**config.mk**
```make
export PLATFORM = sky130hd
export DESIGN_NAME = dac_attenuation_mute_ctrl
export DESIGN_NICKNAME = d
export VERILOG_FILES = /design/src/atten_ramp.v /design/src/dac_attenuation_mute_ctrl.v
export VERILOG_INCLUDE_DIRS = /design/src
export SDC_FILE = /design/constraint.sdc
export NUM_CORES = 1
export LEC_CHECK = 0
export BUFFER_PORTS_ARGS = -buffer_cell sky130_fd_sc_hd__buf_4
export CORE_MARGIN = 10
export CORE_UTILIZATION = 55
export CTS_CLUSTER_DIAMETER = 150
export CTS_CLUSTER_SIZE = 14
export DETAILED_ROUTE_END_ITERATION = 8
export PLACE_DENSITY = 0.86
export SYNTH_ARGS = -nofsm -noshare
export SYNTH_HDL_FRONTEND = slang
export SYNTH_SLANG_ARGS = --single-unit
```
**constraint.sdc**
```tcl
create_clock -name CLK -period 7.25 [get_ports CLK]
set_clock_uncertainty 0.2 [all_clocks]
set_input_delay 1.0875 -clock CLK [delete_from_list [all_inputs] [get_ports CLK]]
set_output_delay 1.0875 -clock CLK [all_outputs]
set_load 0.02 [all_outputs]
```
**src/dac_atten_map.vh**
```
// Register indices, field positions, reset values and ramp timing of the control bank
`ifndef DAC_ATTEN_MAP_VH
`define DAC_ATTEN_MAP_VH

// Control word layout
`define WORD_RW_BIT        15
`define WORD_IDX_MSB       14
`define WORD_IDX_LSB       8
`define WORD_DATA_MSB      7

// Register indices
`define IDX_ATTEN_CH1      7'h01
`define IDX_ATTEN_CH2      7'h02
`define IDX_ATTEN_CH3      7'h03
`define IDX_ATTEN_CH4      7'h04
`define IDX_ATTEN_CH5      7'h05
`define IDX_ATTEN_CH6      7'h06
`define IDX_MUTE_LO        7'h07
`define IDX_DISABLE_LO     7'h08
`define IDX_FILT_CLK       7'h09
`define IDX_ATTEN_CH7      7'h10
`define IDX_ATTEN_CH8      7'h11
`define IDX_MUTE_HI        7'h12
`define IDX_DISABLE_HI     7'h13

// Field positions inside the filter / clock-out register
`define ROLLOFF_BIT        5
`define CLKDIV_BIT         4
`define CLKOUT_OFF_BIT     3
`define FORMAT_MSB         2

// Reset values and levels
`define ATTEN_RESET        8'hff
`define CTRL_RESET         8'h00
`define ATTEN_MUTE_LEVEL   8'h80
`define READ_ZERO          8'h00

// Ramp timing
`define CLK_FREQ_HZ        100000000
`define SAMPLE_RATE_HZ     48000
`define CYCLES_PER_SAMPLE  (`CLK_FREQ_HZ / `SAMPLE_RATE_HZ)
`define SAMPLES_PER_STEP   8

`endif

```
**src/atten_ramp.v**
```verilog
// One channel attenuator that walks its applied level toward the goal
`include "dac_atten_map.vh"

module atten_ramp (
  input  wire       clk,
  input  wire       rst_n,
  input  wire       step_en,
  input  wire [7:0] target_level,
  input  wire       mute,
  output reg  [7:0] level_r
);

  reg  [7:0] goal;
  reg  [7:0] level_nxt;

  // Goal: infinite attenuation when muted or field in the mute range
  always @* begin
    if (mute || (target_level <= `ATTEN_MUTE_LEVEL)) begin
      goal = `ATTEN_MUTE_LEVEL;
    end else begin
      goal = target_level;
    end
  end

  // One 0.5 dB step per enable, always from the level now applied
  always @* begin
    level_nxt = level_r;
    if (step_en) begin
      if (level_r < goal) begin
        level_nxt = level_r + 8'h01;
      end else if (level_r > goal) begin
        level_nxt = level_r - 8'h01;
      end
    end
  end

  // Applied level register
  always @(posedge clk or negedge rst_n) begin
    if (!rst_n) begin
      level_r <= `ATTEN_RESET;
    end else begin
      level_r <= level_nxt;
    end
  end

endmodule // atten_ramp

```
**src/dac_attenuation_mute_ctrl.v**
```verilog
// Eight-channel attenuation, soft-mute and output control register bank
//
// Behaviour
// - Bit 15 zero writes, one reads
// - Bits 14 to 8 carry register index
// - Eight attenuation fields, reset to 255
// - Values 129..255 give 0.5 dB steps
// - Values 0..128 mean infinite attenuation
// - Level moves one step per eight samples
// - Soft-mute bit zero: normal operation
// - Soft-mute one ramps down to mute
// - Soft-mute cleared ramps back to setting
// - Disable bit routes output to common mode
// - Rolloff bit: zero sharp, one slow
// - Clock-out divider bit: one halves rate
`include "dac_atten_map.vh"

module dac_attenuation_mute_ctrl #(
  parameter CHANNELS          = 8,
  parameter CYCLES_PER_SAMPLE = `CYCLES_PER_SAMPLE,
  parameter SAMPLES_PER_STEP  = `SAMPLES_PER_STEP
) (
  input  wire                  CLK,
  input  wire                  RST_N,
  input  wire                  CTRL_STB,
  input  wire [15:0]           CTRL_WORD,
  output reg  [15:0]           RD_WORD,
  output reg                   RD_VALID,
  output wire [CHANNELS*8-1:0] ATTEN_APPLIED,
  output reg  [CHANNELS-1:0]   CH_SILENT,
  output reg  [CHANNELS-1:0]   OUT_TO_COMMON_MODE,
  output reg                   ROLLOFF_SLOW,
  output reg                   CLKOUT_HALF,
  output reg                   CLKOUT_DISABLE,
  output reg  [2:0]            AUDIO_FORMAT
);

  // Stored register contents
  reg  [7:0]            atten_r [0:CHANNELS-1];
  reg  [7:0]            mute_lo_r;
  reg  [7:0]            mute_hi_r;
  reg  [7:0]            disable_lo_r;
  reg  [7:0]            disable_hi_r;
  reg  [7:0]            filt_clk_r;

  // Sample-rate and ramp-step dividers
  reg  [15:0]           sample_cnt_r;
  reg  [3:0]            step_cnt_r;
  reg                   step_en_r;

  // Decoded command fields
  wire                  is_read;
  wire [6:0]            idx;
  wire [7:0]            wdata;
  wire                  wr_stb;
  wire                  rd_stb;
  reg  [7:0]            rd_data;

  wire [CHANNELS-1:0]   mute_bits;
  wire [CHANNELS-1:0]   disable_bits;
  wire [7:0]            applied [0:CHANNELS-1];

  // One loop index per process, so no variable has two drivers
  integer               i;
  integer               j;
  integer               k;

  // Index of the attenuation register that serves a channel
  function [6:0] atten_index;
    input integer ch;
    begin
      case (ch)
        0:       atten_index = `IDX_ATTEN_CH1;
        1:       atten_index = `IDX_ATTEN_CH2;
        2:       atten_index = `IDX_ATTEN_CH3;
        3:       atten_index = `IDX_ATTEN_CH4;
        4:       atten_index = `IDX_ATTEN_CH5;
        5:       atten_index = `IDX_ATTEN_CH6;
        6:       atten_index = `IDX_ATTEN_CH7;
        default: atten_index = `IDX_ATTEN_CH8;
      endcase
    end
  endfunction

  // Split the 16-bit control word
  assign is_read = CTRL_WORD[`WORD_RW_BIT];
  assign idx     = CTRL_WORD[`WORD_IDX_MSB:`WORD_IDX_LSB];
  assign wdata   = CTRL_WORD[`WORD_DATA_MSB:0];
  assign wr_stb  = CTRL_STB && !is_read;
  assign rd_stb  = CTRL_STB && is_read;

  // Per-channel bits gathered from the low and high register pairs
  assign mute_bits    = {mute_hi_r[1:0], mute_lo_r[5:0]};
  assign disable_bits = {disable_hi_r[1:0], disable_lo_r[5:0]};

  // Attenuation fields
  always @(posedge CLK or negedge RST_N) begin
    if (!RST_N) begin
      for (i = 0; i < CHANNELS; i = i + 1) begin
        atten_r[i] <= `ATTEN_RESET;
      end
    end else if (wr_stb) begin
      for (i = 0; i < CHANNELS; i = i + 1) begin
        if (idx == atten_index(i)) begin
          atten_r[i] <= wdata;
        end
      end
    end
  end

  // Mute, disable and filter / clock-out registers, reserved bits kept as written
  always @(posedge CLK or negedge RST_N) begin
    if (!RST_N) begin
      mute_lo_r    <= `CTRL_RESET;
      mute_hi_r    <= `CTRL_RESET;
      disable_lo_r <= `CTRL_RESET;
      disable_hi_r <= `CTRL_RESET;
      filt_clk_r   <= `CTRL_RESET;
    end else if (wr_stb) begin
      case (idx)
        `IDX_MUTE_LO:    mute_lo_r    <= wdata;
        `IDX_MUTE_HI:    mute_hi_r    <= wdata;
        `IDX_DISABLE_LO: disable_lo_r <= wdata;
        `IDX_DISABLE_HI: disable_hi_r <= wdata;
        `IDX_FILT_CLK:   filt_clk_r   <= wdata;
        default: begin
        end
      endcase
    end
  end

  // Sample tick every CYCLES_PER_SAMPLE clocks, step enable every eighth sample
  always @(posedge CLK or negedge RST_N) begin
    if (!RST_N) begin
      sample_cnt_r <= 16'h0000;
      step_cnt_r   <= 4'h0;
      step_en_r    <= 1'b0;
    end else begin
      step_en_r <= 1'b0;
      if (sample_cnt_r == CYCLES_PER_SAMPLE[15:0] - 16'h0001) begin
        sample_cnt_r <= 16'h0000;
        if (step_cnt_r == SAMPLES_PER_STEP[3:0] - 4'h1) begin
          step_cnt_r <= 4'h0;
          step_en_r  <= 1'b1;
        end else begin
          step_cnt_r <= step_cnt_r + 4'h1;
        end
      end else begin
        sample_cnt_r <= sample_cnt_r + 16'h0001;
      end
    end
  end

  // One ramping attenuator per channel
  genvar g;
  generate
    for (g = 0; g < CHANNELS; g = g + 1) begin : gen_ch
      atten_ramp u_ramp (
        .clk          (CLK),
        .rst_n        (RST_N),
        .step_en      (step_en_r),
        .target_level (atten_r[g]),
        .mute         (mute_bits[g]),
        .level_r      (applied[g])
      );
      assign ATTEN_APPLIED[g*8 +: 8] = applied[g];
    end
  endgenerate

  // Registered per-channel status and control outputs
  always @(posedge CLK or negedge RST_N) begin
    if (!RST_N) begin
      CH_SILENT          <= {CHANNELS{1'b0}};
      OUT_TO_COMMON_MODE <= {CHANNELS{1'b0}};
      ROLLOFF_SLOW       <= 1'b0;
      CLKOUT_HALF        <= 1'b0;
      CLKOUT_DISABLE     <= 1'b0;
      AUDIO_FORMAT       <= 3'h0;
    end else begin
      for (j = 0; j < CHANNELS; j = j + 1) begin
        CH_SILENT[j] <= (applied[j] <= `ATTEN_MUTE_LEVEL);
      end
      OUT_TO_COMMON_MODE <= disable_bits;
      ROLLOFF_SLOW       <= filt_clk_r[`ROLLOFF_BIT];
      CLKOUT_HALF        <= filt_clk_r[`CLKDIV_BIT];
      CLKOUT_DISABLE     <= filt_clk_r[`CLKOUT_OFF_BIT];
      AUDIO_FORMAT       <= filt_clk_r[`FORMAT_MSB:0];
    end
  end

  // Read data select, unmapped indices read as zero
  always @* begin
    rd_data = `READ_ZERO;
    for (k = 0; k < CHANNELS; k = k + 1) begin
      if (idx == atten_index(k)) begin
        rd_data = atten_r[k];
      end
    end
    case (idx)
      `IDX_MUTE_LO:    rd_data = mute_lo_r;
      `IDX_MUTE_HI:    rd_data = mute_hi_r;
      `IDX_DISABLE_LO: rd_data = disable_lo_r;
      `IDX_DISABLE_HI: rd_data = disable_hi_r;
      `IDX_FILT_CLK:   rd_data = filt_clk_r;
      default: begin
      end
    endcase
  end

  // Read answer: echo of the command header plus stored byte, one-cycle valid
  always @(posedge CLK or negedge RST_N) begin
    if (!RST_N) begin
      RD_WORD  <= 16'h0000;
      RD_VALID <= 1'b0;
    end else begin
      RD_VALID <= rd_stb;
      if (rd_stb) begin
        RD_WORD <= {CTRL_WORD[15:8], rd_data};
      end
    end
  end

endmodule // dac_attenuation_mute_ctrl

```
[After elaboration in Yosys (flattened, before gate mapping)]
Cells that the tools add are included.
Cells by class
  $add $sub $neg: 18
  order comparisons: 32
  equal/unequal tests: 23
  multiplexer cells: 45
  reductions and logical operators: 40
Operators by type and width (count)
  $mux W8: 32
  $le A8 B8 Y1 const B: 16
  $add A8 B1 Y8 const B: 8
  $gt A8 B8 Y1: 8
  $lt A8 B8 Y1: 8
  $sub A8 B1 Y8 const B: 8
  $eq A7 B7 Y1: 8
  $mux W7: 8
  $reduce_and A2 Y1: 21
  $pmux W8 S5: 1
  $eq A7 B3 Y1 const B: 4
  $eq A7 B5 Y1 const B: 4
  $add A16 B1 Y16 const B: 1
  $eq A16 B12 Y1 const B: 1
  $mux W16: 1
  $reduce_bool A2 Y1: 8
  $eq A7 B2 Y1 const B: 2
  $eq A7 B4 Y1 const B: 2
  $logic_or A1 B1 Y1: 8
  $eq A7 B1 Y1 const B: 1
  $add A4 B1 Y4 const B: 1
  $eq A4 B3 Y1 const B: 1
  $mux W4: 1
  $logic_and A1 B1 Y1: 2
  other kinds (2): 3
Storage, ports and cells
  bits in registers: 228
  bits of input ports: 19
  logic and storage cells: 190

[Longest topological paths before layout]
  word-level depth: 10
  gate-level depth with buffers: 15

[Modules after synthesis]
A second synthesis with hierarchy kept.
Unflattened totals
  cell total of the unflattened synthesis: 1264
  area, all modules: 13605.5 um^2
Modules (own cells, without submodules)
  dac_attenuation_mute_ctrl: times used 1, cells each 592, area an instance 7439.6 um^2, sequential area each 4184.0 um^2
  atten_ramp: times used 8, cells each 84, area an instance 770.7 um^2, sequential area each 210.2 um^2

[Least setup slack after synthesis]
OpenSTA, ideal clock, no wires.
  path kind: register to register
  start: register atten_r[55] in the netlist's numbering
  end: register gen_ch[1].u_ramp.level_r[7]
  arrival time: 3.270 ns
  data required time: 6.974 ns
  slack: 3.704 ns
  stages on the path, launching flop included: 16
  clock period less this slack: 3.546 ns
  path through: dfstp_2 -> nor2b_1 -> nand2_1 -> ha_1 -> a21oi_1 -> nand2_1 -> a21oi_1 -> and2_1 -> inv_1 -> ha_1 -> a21oi_1 -> o211ai_1 -> o41a_1 -> and3_1 -> o221ai_1 -> xnor2_1
Between the ends
  longest elaborated chain between the ends: 6
Ends and longest elaborated chain
  start, declared: RTL line dac_attenuation_mute_ctrl.v:39  | reg [7:0] atten_r [0:CHANNELS-1];
  start signal, assigned by index: RTL line dac_attenuation_mute_ctrl.v:100  | atten_r[i] <= `ATTEN_RESET;
  start signal, assigned by index: RTL line dac_attenuation_mute_ctrl.v:105  | atten_r[i] <= wdata;
  $le A8 B8 Y1 (no line)
  $logic_or A1 B1 Y1: RTL line atten_ramp.v:18  | if (mute || (target_level <= `ATTEN_MUTE_LEVEL)) begin
  $mux W8 *: RTL line atten_ramp.v:18
  $gt A8 B8 Y1 or $lt A8 B8 Y1 (tied branches): RTL line atten_ramp.v:31, atten_ramp.v:29
  $reduce_bool A2 Y1 (no line)
  $reduce_and A2 Y1 (no line)
  end signal, assigned: RTL line atten_ramp.v:40  | level_r <= `ATTEN_RESET;
  end signal, assigned: RTL line atten_ramp.v:42  | level_r <= level_nxt;
  end, declared: RTL line atten_ramp.v:10  | output reg [7:0] level_r
Mark *: on every way between the ends. The rest lies on a longest branch, timed or not.
A chain may end at the register's enable or synchronous reset.

[Worst setup path after layout]
  start: register atten_r[31] in the netlist's numbering
  end: register gen_ch[4].u_ramp.level_r[7]
Between the ends
  longest elaborated chain between the ends: 6
Ends and longest elaborated chain (RTL line)
  $le A8 B8 Y1 (no line)
  $logic_or A1 B1 Y1: atten_ramp.v:18
  $mux W8 *: atten_ramp.v:18
  $gt A8 B8 Y1 or $lt A8 B8 Y1 (tied branches): atten_ramp.v:31, atten_ramp.v:29
  $reduce_bool A2 Y1 (no line)
  $reduce_and A2 Y1 (no line)
  end signal, assigned: atten_ramp.v:40
  end signal, assigned: atten_ramp.v:42
  end, declared: atten_ramp.v:10
Marks and branches as above.

==> metrics.md <==
| Metric | Value |
|---|---|
| Status | `complete, no violations` |
| Slew HR | `35.3%` |
| Int Power | `1.97 mW` |
| P_leak | `~7 nW` |
| H-tree depth | `1` |
| Period utilization | `a little under three fifths` |
| Share of cells above drive strength 1 | `35.1%` |
| Highest clock rate | `243 MHz` |
| Post-synthesis async set-or-reset flop share | `100%` |
| Worst hold path type | `reg -> reg` |
| Placement Setup Slack | `between 3 and 4 ns` |
| Skew-Pair Late Insertion Delay | `0.51 ns` |
| Synth Cell Area | `13500 um2` |
| Endpoints failing setup | `0` |
| # IOs | `~120` |
| Die X | `176 um` |
| PostCTS Resize Cnt | `0` |
| Tot Pwr | `2.63 mW` |
| Main synth FF type | `dfstp_2` |
| Rows | `57` |
| Total GRT Usage | `20.8%` |
| Setup Fix Bufs, Post-CTS | `0` |
| Clock Root Buffer | `clkbuf_16` |
| Clock Sink Count | `228` |
| Nets | `about 1500` |
| Cts bufs inserted | `20` |
| DRC errors left | `0` |
| Setup_tns | `0 ns` |
| Max-Cap Viols | `0` |
| DIE AREA | `~31000 um2` |
| FF+latch count, synth | `228` |
| Synth Instances | `1208` |
| Sequential share of the synthesized area | `a little over two fifths` |
| Placed cell areas | `14700 um2` |
| Hold Fails Final Rpt | `0` |
| Switch share | `around 25%` |
| CTS tree | `done` |
| # diodes | `0` |
| Starting Density | `55.7%` |
| Layout area overhead | `13.6%` |
| Final core occ | `63.3%` |
| DRT iter0 DRCs | `around 970` |
| IO buf count | `121` |
| Logic pwr share | `9.4%` |
| Antenna violations before repair | `0` |
| Overflow after GRT | `0` |
| Switching pwr | `roughly 0.67 mW` |
| Total wire length | `33200 um` |
| Minimum clock period | `4.11 ns` |
| Worst EP arrival | `4.34 ns` |
| Drt via density | `6.02` |
| Core area | `24200 um2` |
| Global-route wire length before repair | `53900 um` |
| Vias in the first global route | `10436` |
| RSZ-0062 raised after global routing | `false` |
| Fin cells | `1668` |
| Hold-fix buffers at CTS | `0` |
| Crit path kind | `reg -> reg` |
| Flop pwr share | `51.9%` |
| CP startpoint kind | `flip-flop` |
| Final worst slack | `3.14 ns` |
| Mean Syn Cell Area | `approximately 11 um2` |
| Yosys cell types | `57` |
| Post-DR wirelength/cell | `just under 20 um` |
| Clock share of power | `38.7%` |
| Crit path required time | `roughly 7.5 ns` |
| Reg clk slew, reported paths | `0.07 ns` |
| Remaining antenna violation count | `0` |
| Peak VDD IR | `0.159 mV` |
| Critical Path Sink Type | `flip-flop` |
| Final Max Slew Viols | `0` |
| Maximum fanout along the worst path | `7` |
| DP Wirelength | `between 20000 and 25000 um` |
| Power per cell area | `172 nW/um2` |
| Worst-margin pin slew | `0.971 ns` |
| Global placer's final weighted congestion | `1.03` |
| Placed insts | `1632` |
| YS warnings | `0` |
| Min Hold Slack | `0.204 ns` |
| Routed via count | `10048` |
| Fin area | `15300 um2` |
| Largest net degree at the start of global routing | `129` |
| Drt pass-1 iters | `5` |
| Clock Path Buffers | `3` |
| DIE HEIGHT | `176 um` |
| EDFF count, synth | `0` |
cell type report:
| cell class | count | area, um2 |
|---|---|---|
| Timing Repair Buffer | 124 | 938 |
| Inverter | 37 | 139 |
| Fill cell | 1820 | 8880 |
| Multi-Input combinational cell | 919 | 7350 |
| Clock inverter | 1 | 11.3 |
| Tap cell | 324 | 405 |
| Clock buffer | 35 | 578 |
| Sequential cell | 228 | 5870 |
cells by family (layout without fill, tap and decap cells):
| family | Yosys count | after routing | share of synthesized area, % |
|---|---|---|---|
| AOI/OAI and AO/OA | 222 | 222 | 10.9 |
| and+or+nand+nor | 320 | 320 | 12.2 |
| muxes | 174 | 174 | 14.7 |
| adders and majority gates | 124 | 124 | 12.0 |
| other | 1 | 8 | 0.0278 |
| xor gates and xnor gates | 71 | 71 | 4.62 |
| buffers and inverters | 68 | 197 | 2.02 |
| DFF | 228 | 228 | 43.6 |
layout by cell type (no fill, tap or decap), types with 9 or more instances in the layout:
cell	count
a21o_1	17
o21ai_0	22
buf_4	123
a21oi_1	88
xor2_1	10
nor2b_1	19
dfstp_2	128
o211ai_1	17
dfrtp_1	100
nand4_1	18
nor2_1	51
o221ai_1	11
and3_1	12
nand2_1	109
nor3_1	12
and2_1	19
inv_1	36
nand3_1	38
clkbuf_16	21
mux2i_1	12
xnor2_1	61
o21bai_1	11
mux2_2	159
or2_2	9
clkbuf_1	14
ha_1	116
cell usage after synthesis (all sizes together), types with 9 or more instances:
cell type,number,share of area [%]
nand2,110,3.1
nor2,55,1.7
a21oi,88,3.3
nor2b,19,0.88
and3,12,0.56
clkbuf,18,0.50
buf,13,0.48
o21ai,30,1.3
dfstp,128,25
mux2i,12,0.89
mux2,159,13
o21bai,11,0.61
o211ai,17,0.95
xnor2,61,4.0
dfrtp,100,19
and2,19,0.88
nand4,18,0.84
ha,116,11
a21o,17,0.95
o221ai,11,0.72
nor3,13,0.57
nand3,45,1.9
xor2,10,0.65
or2,9,0.42
inv,36,1.0
power groups by stage:
stage               sequential [mW]  combinational (mW)  clock (mW)
finish                         1.37               0.247        1.02
global route                   1.37               0.270        1.08
CTS                            1.37               0.247        1.04
detailed placement             1.39               0.245           0
global placement               1.38               0.235           0
floorplan                      1.39               0.132           0
worst paths after layout:
path | from | to | slack, ns | cells after the start
min reg2reg | filt_clk_r[4] | CLKOUT_HALF | 0.20 | 0
min in group asynchronous | RST_N | CH_SILENT[2] | 0.44 | 1
max in group asynchronous | RST_N | mute_hi_r[3] | 4.99 | 2
min | filt_clk_r[4] | CLKOUT_HALF | 0.20 | 0
max reg2reg | atten_r[31] | gen_ch[4].u_ramp.level_r[7] | 3.14 | 15
max | atten_r[31] | gen_ch[4].u_ramp.level_r[7] | 3.14 | 15
routing by layer:
metal	track usage (%)	vias up	wire length, um
li1	-	4652	-
met1	25.8	4954	13700
met2	35.2	334	16100
met3	4.25	108	2130
met4	7.92	0	1310
met5	0	-	0
registers in the layout (all words and copies together) (netlist names), 16 cells and up:
| register | cells |
|---|---|
| atten_r | 64 |
| gen_ch.u_ramp.level_r | 64 |
| sample_cnt_r | 16 |
| RD_WORD | 16 |
worst max-delay path, stage by stage, from the launching register on:
cell and delay [ns]:
dfstp_2 0.55, nor2b_1 0.42, nand2_1 0.17, ha_1 0.32, nor2b_1 0.14, o211ai_1 0.16
a21o_1 0.17, and2_1 0.18, inv_1 0.15, ha_1 0.30, a21oi_1 0.22, o211ai_1 0.17
o41a_1 0.35, and3_1 0.19, o221ai_1 0.19, xnor2_1 0.15
No activity file was read; power rests on OpenSTA's default activity.
